<file path="config.mk">
export PLATFORM = sky130hd
export DESIGN_NAME = crs_core_regs
export DESIGN_NICKNAME = d
export VERILOG_FILES = /design/src/rtl/crs_reg8.v /design/src/rtl/crs_core_regs.v
export VERILOG_INCLUDE_DIRS = /design/src /design/src/rtl
export SDC_FILE = /design/constraint.sdc
export NUM_CORES = 1
export LEC_CHECK = 0
export BUFFER_PORTS_ARGS = -buffer_cell sky130_fd_sc_hd__buf_2
export CAP_MARGIN = 0
export CORE_MARGIN = 1.5
export CORE_UTILIZATION = 36
export CTS_CLUSTER_DIAMETER = 120
export DETAILED_ROUTE_END_ITERATION = 8
export PLACE_DENSITY = 0.64
export REMOVE_ABC_BUFFERS = 1
export SYNTH_ARGS = -nofsm -noshare
export SYNTH_HDL_FRONTEND = slang
export SYNTH_SLANG_ARGS = --single-unit
</file>
<file path="constraint.sdc">
create_clock -name clk_i -period 2.45 [get_ports clk_i]
set_clock_uncertainty 0.15 [all_clocks]
set_input_delay 0.3675 -clock clk_i [delete_from_list [all_inputs] [get_ports clk_i]]
set_output_delay 0.3675 -clock clk_i [all_outputs]
set_load 0.01 [all_outputs]
</file>
<file path="src/rtl/crs_consts.vh">
/*
  Constants for the core register set: flag bit positions, reset values,
  widths and operation codes used by the execution port.
  Assumes it is included by its bare name from files under rtl/.
*/
`ifndef CRS_CONSTS_VH
`define CRS_CONSTS_VH

`define CRS_DATA_W 8
`define CRS_PC_W 16
`define CRS_PMEM_BYTES 16384

`define CRS_F_GIE 0
`define CRS_F_ZERO 1
`define CRS_F_CARRY 2
`define CRS_F_SUPER 3
`define CRS_F_BANK 4
`define CRS_F_USED_MASK 8'h1f

`define CRS_F_RST 8'h02
`define CRS_A_RST 8'h00
`define CRS_X_RST 8'h00
`define CRS_SP_RST 8'h00
`define CRS_PC_RST 16'h0000

`define CRS_FOP_NONE 2'h0
`define CRS_FOP_AND 2'h1
`define CRS_FOP_OR 2'h2
`define CRS_FOP_XOR 2'h3

`endif

</file>
<file path="src/rtl/crs_reg8.v">
/*
  One 8-bit architectural register with load enable and clock enable.
  Assumes a synchronised active-low reset from the parent.
*/
`timescale 1ns/10ps
module crs_reg8 #(
  parameter [7:0] RST_VAL = 8'h00
) (
  // Clock and reset.
  input wire clk_i,
  input wire rst_n_i,
  input wire ce_i,
  // Load port.
  input wire ld_i,
  input wire [7:0] d_i,
  output reg [7:0] q_o
);

  // Load only while the clock enable is high so a stalled core freezes.
  always @(posedge clk_i or negedge rst_n_i) begin
    if (!rst_n_i) begin
      q_o <= RST_VAL;
    end else if (ce_i && ld_i) begin
      q_o <= d_i;
    end
  end

endmodule

</file>
<file path="src/rtl/crs_core_regs.v">
/*
  Architectural register set of an 8-bit Harvard core: program counter,
  accumulator, index, stack pointer and flags.
  Assumes the execution logic of the same core drives the write strobes,
  all synchronous to clk_i; there is no memory-mapped access.
*/
`timescale 1ns/10ps
`include "crs_consts.vh"
module crs_core_regs #(
  parameter PC_W = `CRS_PC_W,
  parameter PMEM_BYTES = `CRS_PMEM_BYTES
) (
  // Clock, reset and enable.
  input wire clk_i,
  input wire nrst_i,
  input wire ce_i,
  // Program counter load.
  input wire pc_inc_i,
  input wire pc_ld_i,
  input wire [15:0] pc_d_i,
  // Accumulator, index and stack pointer loads.
  input wire acc_ld_i,
  input wire [7:0] acc_d_i,
  input wire idx_ld_i,
  input wire [7:0] idx_d_i,
  input wire sp_ld_i,
  input wire [7:0] sp_d_i,
  input wire sp_push_i,
  input wire sp_pop_i,
  // Flag update from arithmetic, logic and shift results.
  input wire zero_we_i,
  input wire zero_d_i,
  input wire carry_we_i,
  input wire carry_d_i,
  // Logical instruction targeting the flags register.
  input wire [1:0] flag_op_i,
  input wire [7:0] flag_imm_i,
  // Supervisor entry and exit, driven by the core, not by user code.
  input wire super_set_i,
  input wire super_clr_i,
  // Register contents.
  output reg [15:0] program_counter_o,
  output wire [7:0] accumulator_reg_o,
  output wire [7:0] index_reg_o,
  output wire [7:0] stack_pointer_o,
  output reg [7:0] status_flags_o,
  output reg global_interrupt_enable_o,
  output reg register_bank_select_o,
  output reg [PC_W-1:0] pmem_addr_o,
  output reg [7:0] idx_offset_o
);

  localparam PA_W = 14;
  // Program memory mask as a full word so the cut to PC_W bits is explicit.
  localparam [31:0] PMEM_MASK = PMEM_BYTES - 1;

  reg rst_meta_ff;
  reg rst_sync_ff;
  reg [7:0] nxt_flags;
  reg [7:0] op_res;
  reg [15:0] nxt_pc;
  reg [7:0] nxt_sp;

  // Two-stage reset release; the async edge asserts immediately.
  always @(posedge clk_i or negedge nrst_i) begin
    if (!nrst_i) begin
      rst_meta_ff <= 1'b0;
      rst_sync_ff <= 1'b0;
    end else begin
      rst_meta_ff <= 1'b1;
      rst_sync_ff <= rst_meta_ff;
    end
  end

  // Program counter next value.
  always @* begin
    nxt_pc = program_counter_o;
    if (pc_ld_i) begin
      nxt_pc = pc_d_i;
    end else if (pc_inc_i) begin
      nxt_pc = program_counter_o + 16'h0001;
    end
  end

  always @(posedge clk_i or negedge rst_sync_ff) begin
    if (!rst_sync_ff) begin
      program_counter_o <= `CRS_PC_RST;
      pmem_addr_o <= {PC_W{1'b0}};
    end else if (ce_i) begin
      program_counter_o <= nxt_pc;
      pmem_addr_o <= nxt_pc[PC_W-1:0] & PMEM_MASK[PC_W-1:0];
    end
  end

  crs_reg8 #(.RST_VAL(`CRS_A_RST)) u_acc (
    .clk_i(clk_i),
    .rst_n_i(rst_sync_ff),
    .ce_i(ce_i),
    .ld_i(acc_ld_i),
    .d_i(acc_d_i),
    .q_o(accumulator_reg_o)
  );

  crs_reg8 #(.RST_VAL(`CRS_X_RST)) u_idx (
    .clk_i(clk_i),
    .rst_n_i(rst_sync_ff),
    .ce_i(ce_i),
    .ld_i(idx_ld_i),
    .d_i(idx_d_i),
    .q_o(index_reg_o)
  );

  // Index offset registered for the data address adder.
  always @(posedge clk_i or negedge rst_sync_ff) begin
    if (!rst_sync_ff) begin
      idx_offset_o <= 8'h00;
    end else if (ce_i) begin
      idx_offset_o <= idx_ld_i ? idx_d_i : index_reg_o;
    end
  end

  // Stack pointer next value; a direct load beats push or pop.
  always @* begin
    nxt_sp = stack_pointer_o;
    if (sp_ld_i) begin
      nxt_sp = sp_d_i;
    end else if (sp_push_i && !sp_pop_i) begin
      nxt_sp = stack_pointer_o + 8'h01;
    end else if (sp_pop_i && !sp_push_i) begin
      nxt_sp = stack_pointer_o - 8'h01;
    end
  end

  crs_reg8 #(.RST_VAL(`CRS_SP_RST)) u_sp (
    .clk_i(clk_i),
    .rst_n_i(rst_sync_ff),
    .ce_i(ce_i),
    .ld_i(1'b1),
    .d_i(nxt_sp),
    .q_o(stack_pointer_o)
  );

  // Flags next value. Logical ops apply first, then result flags win
  // for zero and carry since they reflect the same instruction's outcome.
  always @* begin
    op_res = status_flags_o;
    case (flag_op_i)
      `CRS_FOP_AND: op_res = status_flags_o & flag_imm_i;
      `CRS_FOP_OR: op_res = status_flags_o | flag_imm_i;
      `CRS_FOP_XOR: op_res = status_flags_o ^ flag_imm_i;
      default: op_res = status_flags_o;
    endcase
    nxt_flags = op_res;
    nxt_flags[`CRS_F_SUPER] = status_flags_o[`CRS_F_SUPER];
    if (super_set_i) begin
      nxt_flags[`CRS_F_SUPER] = 1'b1;
    end else if (super_clr_i) begin
      nxt_flags[`CRS_F_SUPER] = 1'b0;
    end
    if (zero_we_i) begin
      nxt_flags[`CRS_F_ZERO] = zero_d_i;
    end
    if (carry_we_i) begin
      nxt_flags[`CRS_F_CARRY] = carry_d_i;
    end
    nxt_flags = nxt_flags & `CRS_F_USED_MASK;
  end

  // Flag register and decoded control bits, all registered.
  always @(posedge clk_i or negedge rst_sync_ff) begin
    if (!rst_sync_ff) begin
      status_flags_o <= `CRS_F_RST;
      global_interrupt_enable_o <= 1'b0;
      register_bank_select_o <= 1'b0;
    end else if (ce_i) begin
      status_flags_o <= nxt_flags;
      global_interrupt_enable_o <= nxt_flags[`CRS_F_GIE];
      register_bank_select_o <= nxt_flags[`CRS_F_BANK];
    end
  end

endmodule

</file>
Yosys cells after proc, flatten, opt, wreduce, memory -nomap -nowiden --
Index checks and enable logic that the tools add are counted.
Storage, ports and cells: register bits after elaboration 57, memory bits (writable) 0, bits in latches 0, bits in read-only memories 0, memories 0, output and inout bits 74
Operators by class: multiply operators 0, div/mod/pow operators 0, add/subtract/negate cells 3, reductions and logical operators 16, multiplexer cells 11, shift operators 0, magnitude comparators 0, equality and inequality tests 3, bitwise operators 3
Operators with widths (count):
- two-way mux 16 bit | 2
- two-way mux 8 bit | 4
- adder 16 x 1 -> 16 bit (second input constant) | 1
- one-hot mux 5 bit (3 select lines) | 1
- AND reduction 2 bit | 5
- adder 8 x 1 -> 8 bit (second input constant) | 1
- nonzero test 4 bit | 2
- subtractor 8 x 1 -> 8 bit (second input constant) | 1
- bitwise AND 5 bit | 1
- OR 5 bit | 1
- XOR 5 bit | 1
- equality test 2 bit (second input constant) | 2
- logical AND 1 bit | 4
- two-way mux 1 bit | 4
- nonzero test 2 bit | 2
- nonzero test 3 bit | 1
- equality test 2 x 1 -> 1 bit (second input constant) | 1
- zero test 1 bit | 2

Depth between registers and ports, before layout --
Gate-level depths: netlist of the first run.
depth after elaboration 5, depth in mapped cells 7

By module --
A second synthesis of the first run with hierarchy kept.
Second synthesis, totals: cells, all modules 345, area total of the unflattened synthesis 3310.7 µm²
Modules (own cells, without submodules):
- crs_core_regs | sequential area each 777.0 µm², area an instance 2421.1 µm², cells an instance 294, times used 1
- crs_reg8 | sequential area each 200.2 µm², area an instance 296.5 µm², cells an instance 17, times used 3

Worst setup path after synthesis of the first run --
Ideal clock, no wire load.
path kind in2reg, start input port sp_pop_i, end register u_sp.q_o[7], stages 7, data required time 2.231 ns, path buffers 0, setup slack 0.246 ns, arrival time 1.986 ns, cells stage by stage nand2b_1 -> ha_1 -> a211oi_1 -> o21a_1 -> o211ai_1 -> a2111o_1 -> nand3_1
Between the ends: cells in the longest elaborated chain, start to end 4, elaborated cells between the ends (all ways) 7, classes of those cells 2 x mux; 5 x reduce/logical
Ends and longest elaborated chain:
- from (decl) | RTL line crs_core_regs.v:29 | input wire sp_pop_i,
- zero test 1 bit | RTL line crs_core_regs.v:127 | end else if (sp_push_i && !sp_pop_i) begin
- logical AND 1 bit | RTL line crs_core_regs.v:127
- nonzero test 3 bit (no line) / two-way mux 8 bit (equally long branches)
- AND reduction 2 bit (no line) / two-way mux 8 bit (equally long branches)
- to (signal assigned) | RTL line crs_reg8.v:24 | q_o <= d_i;
- to (decl) | RTL line crs_reg8.v:16 | output reg [7:0] q_o
Parallel ways exist; a longest one is shown, timed or not. A chain may end at the register's enable or synchronous reset.

Worst setup path after layout of the first run --
start register u_sp.q_o[0], end register u_sp.q_o[6]
Between the ends: cells in the longest elaborated chain, start to end 4, elaborated cells between the ends (all ways) 5, classes of those cells 2 x add/sub; 3 x mux
Ends and longest elaborated chain:
- subtractor 8 x 1 -> 8 bit | RTL line crs_core_regs.v:130 | nxt_sp = stack_pointer_o - 8'h01;
- two-way mux 8 bit | RTL line crs_core_regs.v:129 | end else if (sp_pop_i && !sp_push_i) begin
- two-way mux 8 bit * | RTL line crs_core_regs.v:127
- two-way mux 8 bit * | RTL line crs_core_regs.v:125 | if (sp_ld_i) begin
Every way passes the cells marked *; elsewhere a longest branch is shown, timed or not. The select of a mux whose other input is x is not followed.

==> results.toml, run 1 <==
[cts]
path_clk_slew_ns = 0.11
cts_max_level = 2
cts_tree = "done"
cts_sinks = 55
clkLatencyLatePin_ns = 0.31
clockRootBuffer = "clkbuf_8"
cts_buffer_depth = 2
post_cts_buffers = 0
cts_buffers = 5

[critical_path]
crit_type = "flop to flop"
slowest_stage = "fa_1"
critPathMaxFanout = 6
crit_family = "compound AO/OA/AOI/OAI gates"
slowest_delay_ns = 0.51
startpoint_type = "flop"
crit_path_end_kind = "flop"
path_cells = "fa_1, a211oi_1, o21bai_1, a21oi_1, mux2i_1, nand3_1"
arrival_ns = 2.25
worstPathBufferInverterCount = 0
required_ns = 2.50

[logic_synthesis]
synth_common_cells = "54 x dfrtp_1, 31 x a21oi_1, 31 x o21ai_0"
synth_top_area_share = 0.409
synth_seq_cells = 55
synth_edf_count = 0
syn-cell-area_um2 = 3300
synthFlopType = "dfrtp_1"
ys_async_sr_fraction = 1.00
netlist_top_cells_area = "dfrtp_1 41%, mux2_2 6.1%, ha_1 6.1%, mux2i_1 4.9%, buf_4 4.8%"
synth_cell_type_count = 48
synth_most_common_cell = "dfrtp_1"
yosysTopAreaCell = "dfrtp_1"
synth.yosys.seq_area_share = 0.417
yosys_warnings = 0
netlist_instances = 342
synth.avg_cell_area_um2 = 9.65

[sta]
setup_slack_ns = 0.253
final.period_utilization = 0.897
max_freq_mhz = 455
tightest_slew_ns = 1.02
finalHoldViolations = 0
setup_viol = 0
maxSlewHeadroom = 0.315
rsz0062_at_grt = "no"
finalCriticalPeriod_ns = 2.20
final-max-slew-violation-count = 0
setup_tns_ns = 0

[routing]
num_vias = 2905
wl_per_cell_um = 13.9
via_per_inst = 5.16
drt_iter0_drc = 83
drt-total-wl_um = 7800
postRouteAntennaNets = 0
drc = 8
drtPass1Iterations = 6

[global_routing]
global_route.usage.met3 = 0.0291
grt-ovfl-total = 0
grt_pass1_wl_um = 12700
grt_max_degree = 31
grt_util_all_layers = 0.157
grt_pass1_vias = 2807
antenna_found_initial = 0
grtUsageMet1 = 0.198
grt_busiest_layer = "met2"
grt.met2_usage = 0.280

[die]
die_area_um2 = 9750
start_util = 0.375
row_count = 34
die_w_um = 98.8
ios = 140
die_height_um = 98.8
coreArea_um2 = 8810

[placement]
preCtsSetupSlack_ns = 0.0266
routabilityCongestion = 0.779
port_buffers = 130
hpwl_um = 5830

[outcome]
violations = "DRC"
outcome = "finished with violations"

[flow_run]
maxCapViolations = 0

[layout]
finalNetCount = 537
n_antenna_cell = 0
area_growth_pct = 22.6
drive_gt1_frac = 0.376
final_core_util = 0.459

[pwr]
power-per-cell-area_nw_per_um2 = 689
p_leak_nw = 1.99
ir_worst_vdd_v = 0.000263
power_mw = 2.79

[hold_path]
hold_path.class = "input port to flop"
-- stage by stage --
step	std cells	cell area, um2	hold slack [ns]
detailed placement	554	3940	0.00296
global placement	554	3940	0.00350
global route	563	4050	0.105
CTS	563	4050	0.109
floorplan	309	3090	-0.0781
finish	563	4050	0.124
-- cells by family (layout without fill, tap and decap cells) --
kind of cell | after synthesis | count (layout) | share of synthesized area
simple gates | 83 | 83 | 0.127
buf+inv | 48 | 157 | 0.0823
other cells | 2 | 6 | 0.00228
flops | 55 | 55 | 0.417
fa+ha+maj | 17 | 17 | 0.0667
mux | 34 | 34 | 0.110
compound gates | 99 | 99 | 0.184
xor+xnor | 4 | 4 | 0.0106
-- flip-flops by register name (all words and copies together), names as in the netlist, named ones only --
| name | flops |
|---|---|
| idx_offset_o | 8 |
| u_sp.q_o | 8 |
| u_idx.q_o | 8 |
| program_counter_o | 16 |
| rst_sync_ff | 1 |
| rst_meta_ff | 1 |
| status_flags_o | 3 |
| u_acc.q_o | 8 |
-- worst register-to-register path: cells and delay by family (launching register included) --
kind / cells / cell delay [ns]
AOI/OAI and AO/OA: 3 / 0.65
adders and majority gates: 1 / 0.51
DFF: 1 / 0.47
muxes: 1 / 0.23
and+or+nand+nor: 1 / 0.08
-- cell usage in the layout, fill, tap and decap left out, types with 5 or more instances in the layout --
cell type / Yosys / layout
a21oi_1: 31 / 31
nand2_1: 26 / 26
o21ai_0: 31 / 30
clkbuf_8: 0 / 5
inv_1: 11 / 11
mux2_2: 18 / 18
nor2_1: 28 / 28
conb_1: 2 / 6
ha_1: 16 / 16
mux2i_1: 16 / 16
buf_2: 4 / 130
buf_4: 21 / 6
dfrtp_1: 54 / 53
nand3_1: 7 / 7
-- timing repair --
action | CTS | global route
hold buffers | 1 | 0
hold endpoints to repair | 2 | 0
setup endpoints to repair | 0 | 0
gates resized for setup | 0 | 0
-- report_power, final --
| part | switching, mW | internal [mW] | total [mW] |
|---|---|---|---|
| combinational | 0.519 | 0.466 | 0.986 |
| clock | 0.337 | 0.217 | 0.554 |
| sequential | 0.180 | 1.07 | 1.25 |
-- cell type report --
cell class,count,area [um2]
Multi-Input combinational cell,243,1670
Clock buffer,5,68.8
Tap cell,108,135
Clock inverter,3,28.8
Sequential cell,55,1380
Fill cell,898,4760
Timing Repair Buffer,138,726
Inverter,11,41.3
-- layer usage --
layer | share of wire | routed length (um)
met1 | 0.44 | 3470
met2 | 0.50 | 3870
met3 | 0.055 | 428
met4 | 0.0038 | 30
met5 | 0 | 0
-- worst paths after layout --
| kind | from | to | slack [ns] | cells after the start |
|---|---|---|---|---|
| max | u_sp.q_o[0] | u_sp.q_o[6] | 0.25 | 6 |
| min | acc_d_i[5] | u_acc.q_o[5] | 0.12 | 2 |
| max reg2reg | u_sp.q_o[0] | u_sp.q_o[6] | 0.25 | 6 |
| min reg2reg | rst_sync_ff | u_idx.q_o[6] | 0.13 | 0 |
| max in group asynchronous | rst_sync_ff | status_flags_o[1] | 1.38 | 1 |
| min in group asynchronous | rst_sync_ff | u_idx.q_o[6] | 0.13 | 0 |
(Power assumes the default switching activity.)
==> run 2: changes to the inputs <==
--- a/config.mk
+++ b/config.mk
@@ -8,6 +8,7 @@
 export LEC_CHECK = 0
 export BUFFER_PORTS_ARGS = -buffer_cell sky130_fd_sc_hd__buf_2
 export CAP_MARGIN = 0
+export CORE_ASPECT_RATIO = 0.9
 export CORE_MARGIN = 1.5
 export CORE_UTILIZATION = 36
 export CTS_CLUSTER_DIAMETER = 120
==> results.toml, run 2 (same netlist as run 1, synthesis figures left out) <==
[sta]
setup_slack_ns = 0.258
finalCriticalPeriod_ns = 2.19
final-max-slew-violation-count = 0
whs_ns = 0.133
setup_viol = 0
setup_tns_ns = 0
max_freq_mhz = 456
final.period_utilization = 0.895
maxSlewHeadroom = 0.388
tightest_slew_ns = 0.918
finalHoldViolations = 0
rsz0062_at_grt = "no"

[cts]
cts_sinks = 55
cts_buffers = 5
post_cts_buffers = 0
path_clk_slew_ns = 0.11
cts_hold_buf = 1
cts_resized = 0
cts_buffer_depth = 2
clockRootBuffer = "clkbuf_8"
clkLatencyLatePin_ns = 0.31
cts_max_level = 2
cts_tree = "done"

[critical_path]
arrival_ns = 2.24
crit_family = "compound AO/OA/AOI/OAI gates"
required_ns = 2.49
crit_path_end_kind = "flop"
path_depth = 6
slowest_delay_ns = 0.51
path_cells = "fa_1, a211oi_1, o21bai_1, a21oi_1, mux2i_1, nand3_1"
critPathMaxFanout = 6
crit_type = "flop to flop"
worstPathBufferInverterCount = 0
slowest_stage = "fa_1"
startpoint_type = "flop"
rr_worst_depth = 6

[die]
die_area_um2 = 9750
ios = 140
coreArea_um2 = 8730
start_util = 0.378
row_count = 32
die_height_um = 93.8
die_w_um = 104

[layout]
design_area_um2 = 4060
n_antenna_cell = 0
final_cell_mix = "130 x buf_2, 53 x dfrtp_1, 31 x a21oi_1, 30 x o21ai_0, 28 x nor2_1"
top_register = "program_counter_o"
layout_commonest_cell = "buf_2"
drive_gt1_frac = 0.379
area_growth_pct = 23.0
finalNetCount = 539
largest_reg_flops = 16

[placement]
hpwl_um = 5780
port_buffers = 130
preCtsSetupSlack_ns = -0.0235
place_area_um2 = 3950
routabilityCongestion = 0.802

[routing]
drtPass1Iterations = 4
drt_iter0_drc = 67
wl_per_cell_um = 13.4
num_vias = 2906
postRouteAntennaNets = 0
drt-total-wl_um = 7710
drc = 0
via_per_inst = 5.05

[global_routing]
grt_max_degree = 41
grt-ovfl-total = 0
grt_util_all_layers = 0.158
grt_pass1_vias = 2779
antenna_found_initial = 0
grt_pass1_wl_um = 12800

[flow_run]
maxCapViolations = 0

[hold_path]
hold_path.class = "input port to flop"
hold-path-cell-count = 2

[pwr]
power-per-cell-area_nw_per_um2 = 685
p_leak_nw = 1.99
combPwrFrac = 0.355
p_sw_frac = 0.372
power_mw = 2.78
p_switching_mw = 1.04
share_seq_of_total_power = 0.449
ir_worst_vdd_v = 0.000330
clockPowerShare = 0.196
internal_power_mw = 1.75

[outcome]
outcome = "complete, no violations"
run 2: cell count changes in the layout (fill, tap and decap cells not counted), sizes merged:
| cell | change |
|---|---|
| inv | -1 |
| clkinvlp | +1 |
| buf | +2 |
run 2: power groups by stage:
stage	combinational [mW]	clock, mW	sequential [mW]
floorplan	0.487	0	1.35
global placement	0.964	0	1.26
detailed placement	0.989	0	1.27
CTS	0.996	0.580	1.25
global route	1.11	0.602	1.28
finish	0.987	0.545	1.25
run 2: final cells by class:
class                           instances  area (um2)
Sequential cell                        55        1380
Multi-Input combinational cell        243        1670
Inverter                               11        41.3
Fill cell                             859        4670
Clock buffer                            5        68.8
Timing Repair Buffer                  140         728
Tap cell                              119         149
Clock inverter                          3        27.5
run 2: per-layer routing:
layer | GRT usage | vias up | part of all wire
met4 | 0.0301 | 0 | 0.0029
met2 | 0.283 | 100 | 0.49
met5 | 0 | - | 0
met3 | 0.0402 | 2 | 0.068
met1 | 0.196 | 1377 | 0.44
li1 | - | 1427 | -
run 2: path summary, 6_finish.rpt:
check	from	end	slack (ns)
min in group asynchronous	nrst_i	rst_sync_ff	0.20
max in group asynchronous	rst_sync_ff	u_sp.q_o[4]	1.20
min reg2reg	rst_meta_ff	rst_sync_ff	0.22
max reg2reg	u_sp.q_o[0]	u_sp.q_o[6]	0.26
min	acc_d_i[4]	u_acc.q_o[4]	0.13
max	u_sp.q_o[0]	u_sp.q_o[6]	0.26
run 2: stage by stage:
stage                     instances  utilization
after global routing            576        0.465
after floorplan                 309            -
after global placement          567        0.453
final                           576        0.465
after CTS                       576        0.465
after detailed placement        567        0.453
